===== config.mk =====
export PLATFORM = sky130hd
export DESIGN_NAME = ubw_dev_end_flat
export DESIGN_NICKNAME = d
export VERILOG_FILES = /design/src/design/ubw_pkg.sv /design/src/design/ubw_link_if.sv /design/src/design/ubw_dev_end.sv /design/src/flat_wrapper.sv
export SDC_FILE = /design/constraint.sdc
export NUM_CORES = 1
export LEC_CHECK = 0
export BUFFER_PORTS_ARGS = -buffer_cell sky130_fd_sc_hd__buf_2
export CAP_MARGIN = 10
export CORE_UTILIZATION = 50
export DETAILED_ROUTE_END_ITERATION = 8
export PLACE_DENSITY = 0.78
export SLEW_MARGIN = 20
export SYNTH_ARGS = -nofsm -noshare
export SYNTH_HDL_FRONTEND = slang
export SYNTH_SLANG_ARGS = --single-unit

===== constraint.sdc =====
create_clock -name CLOCK_IN -period 4.1 [get_ports CLOCK_IN]
set_input_delay 0.41 -clock CLOCK_IN [delete_from_list [all_inputs] [get_ports CLOCK_IN]]
set_output_delay 0.41 -clock CLOCK_IN [all_outputs]
set_load 0.005 [all_outputs]

===== src/design/ubw_pkg.sv =====
`default_nettype none
package ubw_pkg;
  // ----------------------------------------------------------------
  // register map, byte addresses on the 32-bit AXI4-Lite bus
  // ----------------------------------------------------------------
  localparam int         AXI_AW      = 5;
  localparam logic [4:0] OFS_CTRL    = 5'h00;
  localparam logic [4:0] OFS_DIV     = 5'h04;
  localparam logic [4:0] OFS_RXDATA  = 5'h08;
  localparam logic [4:0] OFS_ISTAT   = 5'h0C;
  localparam logic [4:0] OFS_IMASK   = 5'h10;
  localparam logic [1:0] RESP_OKAY   = 2'h0;
  localparam logic [1:0] RESP_SLVERR = 2'h2;

  // ----------------------------------------------------------------
  // control register fields (baud_control_reg)
  // ----------------------------------------------------------------
  localparam int CB_ABD_EN  = 0;  // autobaud_enable
  localparam int CB_WAKE_EN = 1;  // wake_on_break_enable
  localparam int CB_ABD_OVF = 2;  // autobaud_overflow_flag
  localparam int CB_HI_SPD  = 3;  // high_speed_baud_select
  localparam int CB_WIDE    = 4;  // wide_baud_generator_select
  localparam int CB_SYNC    = 5;  // synchronous mode select
  localparam int CB_SLEEP   = 6;  // sleep, port clocks stopped
  localparam int CB_RX_IDLE = 7;  // receiver_idle_flag, read only
  localparam int CB_RX_INT  = 8;  // receive_int_flag, read only

  // ----------------------------------------------------------------
  // interrupt status / mask fields and reset values
  // ----------------------------------------------------------------
  localparam int          INT_W       = 3;
  localparam int          IB_ABD_DONE = 0;
  localparam int          IB_WAKE     = 1;
  localparam int          IB_ABD_OVF  = 2;
  localparam logic [15:0] DIV_RST     = 16'h0000;
  localparam logic [2:0]  IMASK_RST   = 3'h0;

  // ----------------------------------------------------------------
  // timing counts
  // ----------------------------------------------------------------
  localparam int ABD_BITS       = 8;   // bit times between first and last edge
  localparam int ABD_OVS        = 16;  // clocks per divisor step per bit
  localparam int ABD_STEP       = ABD_BITS * ABD_OVS;
  localparam int ABD_EDGES      = 5;
  localparam int BRG_SH_LOW     = 6;   // x64
  localparam int BRG_SH_MID     = 4;   // x16
  localparam int BRG_SH_HIGH    = 2;   // x4
  localparam int FRAME_BITS     = 9;   // start bit plus eight data bits
  localparam int BREAK_BITS_DEF = 13;
  localparam int BREAK_BITS_MIN = 10;
  localparam int IDLE_BITS_DEF  = 2;

  // ----------------------------------------------------------------
  // state types
  // ----------------------------------------------------------------
  typedef enum logic [3:0] {
    DS_IDLE     = 4'b0001,
    DS_ABD_WAIT = 4'b0010,
    DS_ABD_MEAS = 4'b0100,
    DS_WAKE_LOW = 4'b1000
  } ubw_dstate_t;

  typedef enum logic [2:0] {
    HS_IDLE  = 3'b001,
    HS_SHIFT = 3'b010,
    HS_GAP   = 3'b100
  } ubw_hstate_t;
endpackage
`default_nettype wire


===== src/design/ubw_link_if.sv =====
`timescale 1ns/1ps
`default_nettype none
// receive line from the remote sender to the port
interface ubw_link_if;
  logic serial_in_line;
  modport device (input serial_in_line);
  modport host (output serial_in_line);
endinterface
`default_nettype wire


===== src/design/ubw_dev_end.sv =====
// Register access over AXI4-Lite and the placing of the registers were decided locally.
`timescale 1ns/1ps
`default_nettype none
module ubw_dev_end
  import ubw_pkg::*;
#(
  parameter int ABD_STEP_CYC = ABD_STEP
) (
  input  wire logic              CLOCK_IN,        // system clock, 40 MHz
  input  wire logic              RST_N_IN,        // synchronous reset, active low
  ubw_link_if.device             LINK,            // receive line
  input  wire logic [AXI_AW-1:0] AXI_AWADDR_IN,   // write address
  input  wire logic              AXI_AWVALID_IN,  // write address valid
  output logic                   AXI_AWREADY_OUT, // write address ready
  input  wire logic [31:0]       AXI_WDATA_IN,    // write data
  input  wire logic [3:0]        AXI_WSTRB_IN,    // byte strobes
  input  wire logic              AXI_WVALID_IN,   // write data valid
  output logic                   AXI_WREADY_OUT,  // write data ready
  output logic [1:0]             AXI_BRESP_OUT,   // write response
  output logic                   AXI_BVALID_OUT,  // write response valid
  input  wire logic              AXI_BREADY_IN,   // write response ready
  input  wire logic [AXI_AW-1:0] AXI_ARADDR_IN,   // read address
  input  wire logic              AXI_ARVALID_IN,  // read address valid
  output logic                   AXI_ARREADY_OUT, // read address ready
  output logic [31:0]            AXI_RDATA_OUT,   // read data
  output logic [1:0]             AXI_RRESP_OUT,   // read response
  output logic                   AXI_RVALID_OUT,  // read data valid
  input  wire logic              AXI_RREADY_IN,   // read data ready
  output logic                   IRQ_OUT,         // level interrupt
  output logic                   WAKE_OUT,        // one-cycle wake pulse
  output logic                   BAUD_TICK_OUT    // one-cycle baud tick
);
  if (ABD_STEP_CYC < 2 || ABD_STEP_CYC > 128) begin : g_chk
    $error("ABD_STEP_CYC out of range");
  end

  // ----------------------------------------------------------------
  // functions
  // ----------------------------------------------------------------
  // byte-lane merge of a write into an old word
  function automatic logic [31:0] merge(input logic [31:0] o, input logic [31:0] n,
                                        input logic [3:0] s);
    logic [31:0] r;
    r = o;
    for (int i = 0; i < 4; i++) begin
      if (s[i]) begin
        r[i*8 +: 8] = n[i*8 +: 8];
      end
    end
    return r;
  endfunction

  function automatic logic mapped(input logic [AXI_AW-1:0] a);
    return (a[4:2] <= OFS_IMASK[4:2]);
  endfunction

  // clocks per baud tick: factor times (divisor + 1)
  function automatic logic [21:0] baud_period(input logic hs, input logic wide,
                                              input logic [15:0] d);
    logic [21:0] base;
    base = wide ? {6'h00, d} : {14'h0000, d[7:0]};
    base = base + 22'h000001;
    case ({hs, wide})
      2'b00:   return base << BRG_SH_LOW;
      2'b11:   return base << BRG_SH_HIGH;
      default: return base << BRG_SH_MID;
    endcase
  endfunction

  // ----------------------------------------------------------------
  // declarations
  // ----------------------------------------------------------------
  ubw_dstate_t       state_r, state_nxt;
  logic              rx_prev_r, rx_rise, rx_fall;
  logic              abd_en_r, wake_en_r, ovf_r, hs_r, wide_r, sync_r, sleep_r, receive_int_flag_r;
  logic [15:0]       div_r, cnt_r;
  logic [6:0]        presc_r;
  logic [2:0]        edges_r;
  logic [INT_W-1:0]  istat_r, imask_r;
  logic [21:0]       brg_cnt_r;
  logic              wake_evt, wake_end, meas_tick, ovf_evt, abd_done, in_meas;
  logic              aw_hold_r, w_hold_r, do_write, ar_take, rx_read;
  logic [AXI_AW-1:0] awaddr_r;
  logic [31:0]       wdata_r, ctrl_view, wr_word, w1c_word;
  logic [3:0]        wstrb_r;
  logic              ctrl_wr;

  // ----------------------------------------------------------------
  // line edge detection and events
  // ----------------------------------------------------------------
  // line is taken as synchronous; one flop gives the edges
  always_ff @(posedge CLOCK_IN) begin
    if (!RST_N_IN) begin
      rx_prev_r <= 1'b1;
    end else begin
      rx_prev_r <= LINK.serial_in_line;
    end
  end

  assign rx_rise   = LINK.serial_in_line & ~rx_prev_r;
  assign rx_fall   = ~LINK.serial_in_line & rx_prev_r;
  assign in_meas   = (state_r == DS_ABD_MEAS);
  // wake is watched in sleep too; sampled here on the system clock
  assign wake_evt  = (state_r == DS_IDLE) & wake_en_r & ~sync_r & rx_fall;
  assign wake_end  = (state_r == DS_WAKE_LOW) & rx_rise;
  assign meas_tick = in_meas & ~sleep_r & (presc_r == 7'(ABD_STEP_CYC - 1));
  assign ovf_evt   = meas_tick & (cnt_r == 16'hFFFF);
  assign abd_done  = in_meas & ~sleep_r & rx_rise & (edges_r == 3'(ABD_EDGES - 1));

  // ----------------------------------------------------------------
  // receive control state machine
  // ----------------------------------------------------------------
  always_comb begin
    state_nxt = state_r;
    case (state_r)
      DS_IDLE: begin
        if (wake_evt) begin
          state_nxt = DS_WAKE_LOW;
        end else if (abd_en_r & ~wake_en_r & ~sleep_r) begin
          state_nxt = DS_ABD_WAIT;
        end
      end
      DS_ABD_WAIT: begin
        if (!abd_en_r || wake_en_r) begin
          state_nxt = DS_IDLE;
        end else if (rx_rise && !sleep_r) begin
          state_nxt = DS_ABD_MEAS;
        end
      end
      DS_ABD_MEAS: begin
        if (!abd_en_r || wake_en_r || abd_done) begin
          state_nxt = DS_IDLE;
        end
      end
      DS_WAKE_LOW: begin
        if (wake_end || !wake_en_r) begin
          state_nxt = DS_IDLE;
        end
      end
      default: state_nxt = DS_IDLE;
    endcase
  end

  always_ff @(posedge CLOCK_IN) begin
    if (!RST_N_IN) begin
      state_r <= DS_IDLE;
    end else begin
      state_r <= state_nxt;
    end
  end

  // ----------------------------------------------------------------
  // auto-baud measurement counter
  // ----------------------------------------------------------------
  // counting wraps on overflow so the fifth edge still ends the run
  always_ff @(posedge CLOCK_IN) begin
    if (!RST_N_IN || state_r != DS_ABD_MEAS) begin
      presc_r <= 7'h00;
      cnt_r   <= 16'h0000;
      edges_r <= 3'h1;
    end else if (!sleep_r) begin
      presc_r <= meas_tick ? 7'h00 : presc_r + 7'h01;
      if (meas_tick) begin
        cnt_r <= cnt_r + 16'h0001;
      end
      if (rx_rise) begin
        edges_r <= edges_r + 3'h1;
      end
    end
  end

  // ----------------------------------------------------------------
  // baud generator
  // ----------------------------------------------------------------
  // held cleared in sleep and while waiting for a wake event
  always_ff @(posedge CLOCK_IN) begin
    if (!RST_N_IN || sleep_r || wake_en_r) begin
      brg_cnt_r     <= 22'h000000;
      BAUD_TICK_OUT <= 1'b0;
    end else if (brg_cnt_r >= baud_period(hs_r, wide_r, div_r) - 22'h000001) begin
      brg_cnt_r     <= 22'h000000;
      BAUD_TICK_OUT <= 1'b1;
    end else begin
      brg_cnt_r     <= brg_cnt_r + 22'h000001;
      BAUD_TICK_OUT <= 1'b0;
    end
  end

  // ----------------------------------------------------------------
  // AXI4-Lite write channel
  // ----------------------------------------------------------------
  assign do_write  = aw_hold_r & w_hold_r & ~AXI_BVALID_OUT;
  assign ctrl_view = {23'h000000, receive_int_flag_r, ~in_meas, sleep_r, sync_r, wide_r, hs_r,
                      ovf_r, wake_en_r, abd_en_r};
  assign wr_word   = merge((awaddr_r[4:2] == OFS_DIV[4:2]) ? {16'h0000, div_r} :
                           (awaddr_r[4:2] == OFS_CTRL[4:2]) ? ctrl_view :
                           (awaddr_r[4:2] == OFS_IMASK[4:2]) ? {29'h0, imask_r} : 32'h0,
                           wdata_r, wstrb_r);
  assign ctrl_wr   = do_write & (awaddr_r[4:2] == OFS_CTRL[4:2]);
  // strobed ones of a status write, each one clears its bit
  assign w1c_word  = merge(32'h0, wdata_r, wstrb_r);

  // address and data are held separately, taken in either order
  always_ff @(posedge CLOCK_IN) begin
    if (!RST_N_IN) begin
      aw_hold_r       <= 1'b0;
      w_hold_r        <= 1'b0;
      awaddr_r        <= '0;
      wdata_r         <= 32'h0;
      wstrb_r         <= 4'h0;
      AXI_AWREADY_OUT <= 1'b1;
      AXI_WREADY_OUT  <= 1'b1;
      AXI_BVALID_OUT  <= 1'b0;
      AXI_BRESP_OUT   <= RESP_OKAY;
    end else begin
      if (AXI_AWVALID_IN && AXI_AWREADY_OUT) begin
        aw_hold_r       <= 1'b1;
        awaddr_r        <= AXI_AWADDR_IN;
        AXI_AWREADY_OUT <= 1'b0;
      end else if (do_write) begin
        aw_hold_r       <= 1'b0;
        AXI_AWREADY_OUT <= 1'b1;
      end
      if (AXI_WVALID_IN && AXI_WREADY_OUT) begin
        w_hold_r       <= 1'b1;
        wdata_r        <= AXI_WDATA_IN;
        wstrb_r        <= AXI_WSTRB_IN;
        AXI_WREADY_OUT <= 1'b0;
      end else if (do_write) begin
        w_hold_r       <= 1'b0;
        AXI_WREADY_OUT <= 1'b1;
      end
      if (do_write) begin
        AXI_BVALID_OUT <= 1'b1;
        AXI_BRESP_OUT  <= mapped(awaddr_r) ? RESP_OKAY : RESP_SLVERR;
      end else if (AXI_BREADY_IN) begin
        AXI_BVALID_OUT <= 1'b0;
      end
    end
  end

  // ----------------------------------------------------------------
  // AXI4-Lite read channel
  // ----------------------------------------------------------------
  assign ar_take = AXI_ARVALID_IN & AXI_ARREADY_OUT;
  assign rx_read = ar_take & (AXI_ARADDR_IN[4:2] == OFS_RXDATA[4:2]);

  always_ff @(posedge CLOCK_IN) begin
    if (!RST_N_IN) begin
      AXI_ARREADY_OUT <= 1'b1;
      AXI_RVALID_OUT  <= 1'b0;
      AXI_RDATA_OUT   <= 32'h0;
      AXI_RRESP_OUT   <= RESP_OKAY;
    end else if (ar_take) begin
      AXI_ARREADY_OUT <= 1'b0;
      AXI_RVALID_OUT  <= 1'b1;
      AXI_RRESP_OUT   <= mapped(AXI_ARADDR_IN) ? RESP_OKAY : RESP_SLVERR;
      case (AXI_ARADDR_IN[4:2])
        OFS_CTRL[4:2]:  AXI_RDATA_OUT <= ctrl_view;
        OFS_DIV[4:2]:   AXI_RDATA_OUT <= {16'h0000, div_r};
        OFS_ISTAT[4:2]: AXI_RDATA_OUT <= {29'h0, istat_r};
        OFS_IMASK[4:2]: AXI_RDATA_OUT <= {29'h0, imask_r};
        default:        AXI_RDATA_OUT <= 32'h0; // no receive datapath here
      endcase
    end else if (AXI_RVALID_OUT && AXI_RREADY_IN) begin
      AXI_ARREADY_OUT <= 1'b1;
      AXI_RVALID_OUT  <= 1'b0;
    end
  end

  // ----------------------------------------------------------------
  // control bits
  // ----------------------------------------------------------------
  // a software write wins over the hardware clear of an enable
  always_ff @(posedge CLOCK_IN) begin
    if (!RST_N_IN) begin
      {abd_en_r, wake_en_r, hs_r, wide_r, sync_r, sleep_r} <= 6'h00;
    end else if (ctrl_wr) begin
      abd_en_r  <= wr_word[CB_ABD_EN];
      wake_en_r <= wr_word[CB_WAKE_EN];
      hs_r      <= wr_word[CB_HI_SPD];
      wide_r    <= wr_word[CB_WIDE];
      sync_r    <= wr_word[CB_SYNC];
      sleep_r   <= wr_word[CB_SLEEP];
    end else begin
      if (abd_done) begin
        abd_en_r <= 1'b0;
      end
      if (wake_end) begin
        wake_en_r <= 1'b0;
      end
    end
  end

  // overflow: set wins; clear only once enable is already low
  always_ff @(posedge CLOCK_IN) begin
    if (!RST_N_IN) begin
      ovf_r <= 1'b0;
    end else if (ovf_evt) begin
      ovf_r <= 1'b1;
    end else if (ctrl_wr && !wr_word[CB_ABD_OVF] && !abd_en_r) begin
      ovf_r <= 1'b0;
    end
  end

  // receive flag: set by auto-baud end or wake, cleared by data read
  always_ff @(posedge CLOCK_IN) begin
    if (!RST_N_IN) begin
      receive_int_flag_r <= 1'b0;
    end else if (abd_done || wake_evt) begin
      receive_int_flag_r <= 1'b1;
    end else if (rx_read) begin
      receive_int_flag_r <= 1'b0;
    end
  end

  // measured divisor is the step count less one
  always_ff @(posedge CLOCK_IN) begin
    if (!RST_N_IN) begin
      div_r <= DIV_RST;
    end else if (abd_done) begin
      div_r <= (cnt_r == 16'h0000) ? 16'h0000 : cnt_r - 16'h0001;
    end else if (do_write && awaddr_r[4:2] == OFS_DIV[4:2]) begin
      div_r <= wr_word[15:0];
    end
  end

  // ----------------------------------------------------------------
  // interrupt status, mask and outputs
  // ----------------------------------------------------------------
  always_ff @(posedge CLOCK_IN) begin
    if (!RST_N_IN) begin
      istat_r  <= '0;
      imask_r  <= IMASK_RST;
      IRQ_OUT  <= 1'b0;
      WAKE_OUT <= 1'b0;
    end else begin
      istat_r <= (istat_r & ~((do_write && awaddr_r[4:2] == OFS_ISTAT[4:2]) ?
                              w1c_word[INT_W-1:0] : 3'h0)) | {ovf_evt, wake_evt, abd_done};
      if (do_write && awaddr_r[4:2] == OFS_IMASK[4:2]) begin
        imask_r <= wr_word[INT_W-1:0];
      end
      IRQ_OUT  <= |(istat_r & imask_r);
      WAKE_OUT <= wake_evt;
    end
  end
endmodule
`default_nettype wire


===== src/flat_wrapper.sv =====
// flat-port wrapper written by rule: the top's interface ports become plain ports
module ubw_dev_end_flat import ubw_pkg::*;
#(
  parameter int ABD_STEP_CYC = ABD_STEP
)
  (CLOCK_IN, RST_N_IN, AXI_AWADDR_IN, AXI_AWVALID_IN, AXI_AWREADY_OUT, AXI_WDATA_IN, AXI_WSTRB_IN, AXI_WVALID_IN, AXI_WREADY_OUT, AXI_BRESP_OUT, AXI_BVALID_OUT, AXI_BREADY_IN, AXI_ARADDR_IN, AXI_ARVALID_IN, AXI_ARREADY_OUT, AXI_RDATA_OUT, AXI_RRESP_OUT, AXI_RVALID_OUT, AXI_RREADY_IN, IRQ_OUT, WAKE_OUT, BAUD_TICK_OUT, LINK_serial_in_line);
  ubw_link_if LINK_i ();
  input  wire logic CLOCK_IN;
  input  wire logic RST_N_IN;
  input  wire logic [AXI_AW-1:0] AXI_AWADDR_IN;
  input  wire logic AXI_AWVALID_IN;
  output logic AXI_AWREADY_OUT;
  input  wire logic [31:0] AXI_WDATA_IN;
  input  wire logic [3:0] AXI_WSTRB_IN;
  input  wire logic AXI_WVALID_IN;
  output logic AXI_WREADY_OUT;
  output logic [1:0] AXI_BRESP_OUT;
  output logic AXI_BVALID_OUT;
  input  wire logic AXI_BREADY_IN;
  input  wire logic [AXI_AW-1:0] AXI_ARADDR_IN;
  input  wire logic AXI_ARVALID_IN;
  output logic AXI_ARREADY_OUT;
  output logic [31:0] AXI_RDATA_OUT;
  output logic [1:0] AXI_RRESP_OUT;
  output logic AXI_RVALID_OUT;
  input  wire logic AXI_RREADY_IN;
  output logic IRQ_OUT;
  output logic WAKE_OUT;
  output logic BAUD_TICK_OUT;
  input wire logic [$bits(LINK_i.serial_in_line)-1:0] LINK_serial_in_line;
  assign LINK_i.serial_in_line = LINK_serial_in_line;
  ubw_dev_end #(.ABD_STEP_CYC(ABD_STEP_CYC)) u_core (.CLOCK_IN(CLOCK_IN), .RST_N_IN(RST_N_IN), .LINK(LINK_i), .AXI_AWADDR_IN(AXI_AWADDR_IN), .AXI_AWVALID_IN(AXI_AWVALID_IN), .AXI_AWREADY_OUT(AXI_AWREADY_OUT), .AXI_WDATA_IN(AXI_WDATA_IN), .AXI_WSTRB_IN(AXI_WSTRB_IN), .AXI_WVALID_IN(AXI_WVALID_IN), .AXI_WREADY_OUT(AXI_WREADY_OUT), .AXI_BRESP_OUT(AXI_BRESP_OUT), .AXI_BVALID_OUT(AXI_BVALID_OUT), .AXI_BREADY_IN(AXI_BREADY_IN), .AXI_ARADDR_IN(AXI_ARADDR_IN), .AXI_ARVALID_IN(AXI_ARVALID_IN), .AXI_ARREADY_OUT(AXI_ARREADY_OUT), .AXI_RDATA_OUT(AXI_RDATA_OUT), .AXI_RRESP_OUT(AXI_RRESP_OUT), .AXI_RVALID_OUT(AXI_RVALID_OUT), .AXI_RREADY_IN(AXI_RREADY_IN), .IRQ_OUT(IRQ_OUT), .WAKE_OUT(WAKE_OUT), .BAUD_TICK_OUT(BAUD_TICK_OUT));
endmodule

# Word-level counts from Yosys, hierarchy flattened
# Cells that the tools add are included.
# totals
inputBits,54
ff_bits,152
word_cells,182
out_inout_bits,44
# op_classes
mux,45
order_cmp,3
n_reduce_logical,41
bitwise_logic,29
add_sub_neg,7
eq_ne,22
# op_table
cell,count
$mux 16,6
$pmux 16 s4,1
$pmux 22 s2,1
$mux 4,6
$add 22x1->22 const B,1
$ge 22x22->1,1
$mux 22,1
$sub 22x1->22 const B,1
$mux 1,21
$add 20x1->20 const B,1
$and 1x1->1,18
$reduce_bool 2->1,9
$add 16x1->16 const B,1
$eq 16x16->1 const B,1
$logic_not 16->1,1
$mux 8,2
$pmux 4 s4,1
$sub 16x1->16 const B,1
$eq 3x2->1 const B,3
$eq 3x3->1 const B,3
$logic_and 1x1->1,9
$mux 3,3
$ne 3x1->1 const B,3
$reduce_and 2->1,4
other kinds (26),48

# Longest topological paths before layout
# depth
ltp_word,10
ltp_mapped,24
depth_no_buf,20

# Worst setup path before layout
# OpenSTA, ideal clock, no wires.
# synth_path
path_kind,reg2reg
from,register u_core.wide_r
to,register u_core.brg_cnt_r[18]
stages_incl_launch_ff,23
path_buffers,4
setup_slack_ns,-0.158
t_arrival_ns,4.131
setup_ns,0.128
cell_sequence,dfxtp_1 buf_2 inv_1 ha_1 buf_2 nor2b_1 clkbuf_1 nand2b_1 ha_1 a21boi_0 and3_1 nor3b_2 nand2_1 or3_1 xor2_1 ha_1 nand4_1 o21ai_0 a21oi_1 o21a_1 o21ai_0 clkbuf_1 nor2_1
# synth_via
elab_chain_len,7
# synth_rtl
element,line,rtl
start: declaration,ubw_dev_end.sv:75,"logic abd_en_r, wake_en_r, ovf_r, hs_r, wide_r, sync_r, sleep_r, receive_int_flag_r;"
start signal: assignment,ubw_dev_end.sv:282,wide_r <= wr_word[CB_WIDE];
$mux 16,ubw_dev_end.sv:61,"base = wide ? {6'h00, d} : {14'h0000, d[7:0]};"
$add 20x1->20,ubw_dev_end.sv:62,base = base + 22'h000001;
$pmux 22 s2 *,ubw_dev_end.sv:63,"case ({hs, wide})"
$mux 22 *,ubw_dev_end.sv:177,if (!RST_N_IN || sleep_r || wake_en_r) begin
$sub 22x1->22 *,ubw_dev_end.sv:180,"end else if (brg_cnt_r >= baud_period(hs_r, wide_r, div_r) - 22'h000001) begin"
$ge 22x22->1 *,ubw_dev_end.sv:180,
$reduce_or 2->1 (no line) *,-,
end signal: assignment,ubw_dev_end.sv:184,brg_cnt_r <= brg_cnt_r + 22'h000001;
end: declaration,ubw_dev_end.sv:80,logic [21:0] brg_cnt_r;
# Mark *: on every way between the ends. The rest lies on a longest branch, timed or not. The select of a mux whose other input is x is not followed.
# A chain may end at the register's enable or synchronous reset.

# Worst setup path in the final report
# layout_path
from,register u_core.div_r[1]
to,register u_core.brg_cnt_r[18]
# layout_via
elab_chain_len,7
# layout_rtl
element,line,rtl
start: declaration,ubw_dev_end.sv:76,"logic [15:0] div_r, cnt_r;"
start signal: assignment,ubw_dev_end.sv:322,div_r <= (cnt_r == 16'h0000) ? 16'h0000 : cnt_r - 16'h0001;
start signal: assignment,ubw_dev_end.sv:324,div_r <= wr_word[15:0];
$mux 16,ubw_dev_end.sv:61,
$add 20x1->20,ubw_dev_end.sv:62,
$pmux 22 s2,ubw_dev_end.sv:63,
$mux 22,ubw_dev_end.sv:177,
$sub 22x1->22,ubw_dev_end.sv:180,
$ge 22x22->1,ubw_dev_end.sv:180,
$reduce_or 2->1 (no line),-,
# No other way between the ends. The select of a mux whose other input is x is not followed.

==> metrics.yaml <==
drt:
  drc_errors: 0
  routed_wl_um: 18530
  via_per_inst: 5.698
  routedWlPerCell_um: 14.93
  first_pass_iters: 5
  antenna_left: 0
  vias: 7071
  first_iter_violations: 416
status:
  status: "complete, no violations"
critical_path:
  worstPathArrival_ps: 4310
  crit_family: "simple AND/OR/NAND/NOR gates"
  end_kind: "flop"
  crit_fanout: 6
  cp-start-kind: "flop"
  slowest_delay_ps: 390
  critPathBufInv: 3
  path_cells: "buf_4 > nand4_1 > nor3_2 > xor2_2 > a221o_1 > nor4b_4 > buf_4 > nand4_4 > nor4b_4 > xnor2_1 > ha_1 > nor2b_1 > o21ai_1 > nand2b_1 > a211oi_2 > o21a_1 > o21ai_4 > clkbuf_16 > nor2_2"
  required_ps: 4460
  worst_path_max_delay_cell: "a221o_1"
  crit_type: "reg -> reg"
placed_design:
  dpl.hpwl_um: 12890
  post-place-ws_ps: -16.24
  place.port_buffers: 57
  place.gp.congestion: 0.8730
  dp.cells: 1199
logic_synthesis:
  synth_seq_cells: 132
  postSynthCellCount: 979
  netlist_area_um2: 7747
  yosysTopAreaCell: "dfxtp_1"
  async_flop_share: 0
  synth-main-ff-cell: "dfxtp_1"
  synthDominantCellAreaShare: 0.3411
  yosysWarningCount: 0
  synth_area_leaders: "dfxtp_1, nor2_1, nand2_1, xor2_1, ha_1"
  ys_types: 81
  yosysMostFrequentCell: "dfxtp_1"
  syn_avg_cell_area_um2: 7.914
  synth_seq_area_share: 0.3411
  netlist_top_cells_count: "dfxtp_1, nor2_1, nand2_1"
  synth_edf_count: 0
global_route:
  grt_start_max_net_pins: 74
  grt_pass1_vias: 6410
  antenna_found_initial: 0
  grt_pass1_wl_um: 29820
  overflow: 0
  grt_usage: 0.2294
final_layout:
  post-route-util: 0.6008
  fin_cells: 1241
  area_growth_pct: 17.46
  nets: 1125
  layout-drive-gt1-share: 0.1804
  fill_cells: 1279
  antennaDiodeCount: 0
cts:
  ctsHoldBuffers: 0
  cts-root-to-sink-buffers: 2
  h-tree-depth: 4
  cts_made_buffers: 17
  cts_root_buf: "clkbuf_16"
  clk_pin_slew_ps: 60
  insertion_delay_ps: 420
  cts_tree: "built"
  cts_sinks: 132
sta:
  fmax_mhz: 253.4
  finalCritPeriodShare: 0.9624
  hold_viol: 0
  finalMaxSlewViolations: 0
  layout_setup_ws_ps: 154.1
  tightest_slew_ps: 757.0
  max_slew_margin: 0.4940
  setup_viol: 0
  fin_worst_skew_ps: 8.189
  hold_ws_ps: 223.5
  period_needed_ps: 3946
pwr:
  irDropWorstVdd_mv: 0.4097
  leakage_nw: 3.552
  p_per_area_nw_per_um2: 352.5
floorplanning:
  die_x_um: 126.5
  io_pins: 98
  die_height_um: 126.5
  row_count: 45
  die_area_um2: 16000
  initial_core_util: 0.5115
  core-area_um2: 15150
flow_run:
  drv_cap: 0
min_path:
  worst_hold_path_type: "in -> reg"
## per-stage QoR
step | setup TNS (ps) | power (mW) | cell area [µm²]
after detailed placement | -84.62 | 1.595 | 8217
final | 0 | 3.208 | 9100
after global placement | 0 | 1.590 | 8217
after CTS | 0 | 3.204 | 8843
after floorplan | 0 | 1.540 | 7814
after global routing | -1397 | 3.318 | 9100
## worst register-to-register path, delay by kind of cell, from the launching register on
| family | cells | cell delay [ps] |
|---|---|---|
| AND/OR/NAND/NOR | 8 | 1480 |
| AO/OA/AOI/OAI | 5 | 1000 |
| buffers and inverters | 3 | 530 |
| flip-flops | 1 | 340 |
| XOR/XNOR | 2 | 290 |
| adder cells (fa/ha/maj) | 1 | 270 |
## power breakdown
part / internal [mW] / switching, mW / leakage [nW] / total (mW)
Combinational: 0.0885 / 0.134 / 2.19 / 0.223
Clock: 1.02 / 0.603 / 0.294 / 1.63
Sequential: 1.32 / 0.0384 / 1.07 / 1.36
Total: 2.43 / 0.776 / 3.55 / 3.21
## placed cells by master, fill, tap and decap left out, types with 6 or more instances in the layout
cell type / netlist / final
a211oi_1: 7 / 6
nand2_1: 125 / 124
ha_1: 30 / 29
xor2_1: 45 / 44
or3_1: 7 / 7
mux2i_1: 10 / 10
o221ai_1: 8 / 7
nor2_1: 131 / 129
a22oi_1: 22 / 21
clkbuf_16: 0 / 18
nor2b_1: 8 / 8
dfxtp_1: 132 / 129
conb_1: 1 / 18
o21ai_1: 6 / 8
nand4_1: 21 / 21
a31oi_1: 6 / 6
a21o_1: 9 / 9
xnor2_1: 38 / 37
inv_1: 24 / 23
o21ai_0: 35 / 32
a21oi_1: 70 / 69
nand2b_1: 11 / 11
and3_1: 9 / 7
nor3_1: 15 / 12
nor3_2: 3 / 6
buf_2: 12 / 57
nand3_1: 32 / 32
buf_4: 23 / 45
## timing repair
| item | 4_1_cts | 5_1_grt |
|---|---|---|
| resized for setup | 1 | 35 |
| setup buffers | 0 | 9 |
| pin swaps | 0 | 14 |
| cloned | 0 | 2 |
| setup endpoints to repair | 22 | 23 |
## cells by family (layout without fill, tap and decap cells)
family / Yosys count / count (layout) / synth area share
XOR/XNOR: 83 / 83 / 0.09383
other: 1 / 18 / 0.0004840
multiplexers: 14 / 14 / 0.01873
adder cells (fa/ha/maj): 30 / 30 / 0.04845
buffers and inverters: 105 / 162 / 0.06589
AO/OA/AOI/OAI: 204 / 204 / 0.1694
AND/OR/NAND/NOR: 410 / 410 / 0.2621
flip-flops: 132 / 132 / 0.3411
## final cells by class
type                            instances  area [µm²]  area share
Multi-Input combinational cell        759        4811      0.5287
Inverter                               24       90.09    0.009900
Tap cell                              188       235.2     0.02585
Clock inverter                         13       195.2     0.02145
Timing Repair Buffer                  107       693.2     0.07617
Sequential cell                       132        2646      0.2908
Clock buffer                           18       429.2     0.04716
## metal layers
| layer | track usage | wire length, µm | share of wire | vias up |
|---|---|---|---|---|
| met4 | 0.08505 | 397 | 0.021 | 0 |
| li1 | - | - | - | 3532 |
| met1 | 0.2740 | 7988 | 0.43 | 3297 |
| met2 | 0.4056 | 9291 | 0.50 | 206 |
| met3 | 0.04639 | 848 | 0.046 | 36 |
| met5 | 0 | 0 | 0 | - |
## state kept, by name (all words and copies together) (netlist names), 2 cells and up
register	flops
u_core.AXI_RDATA_OUT	16
u_core.awaddr_r	3
u_core.brg_cnt_r	22
u_core.cnt_r	16
u_core.div_r	16
u_core.edges_r	3
u_core.imask_r	3
u_core.istat_r	3
u_core.presc_r	7
u_core.state_r	4
u_core.wdata_r	16
u_core.wstrb_r	2
## path summary, 6_finish.rpt
check	startpoint	end	slack, ps	cells past startpoint
hold reg to reg	u_core.brg_cnt_r[0]$_SDFF_PP0_	u_core.brg_cnt_r[0]$_SDFF_PP0_	460	1
setup / recovery	u_core.div_r[1]$_SDFFE_PN0P_	u_core.brg_cnt_r[18]$_SDFF_PP0_	150	19
hold / removal	AXI_WSTRB_IN[1]	u_core.wstrb_r[1]$_SDFFE_PN0P_	220	3
setup reg to reg	u_core.div_r[1]$_SDFFE_PN0P_	u_core.brg_cnt_r[18]$_SDFF_PP0_	150	19
No activity file was read; power rests on OpenSTA's default activity.
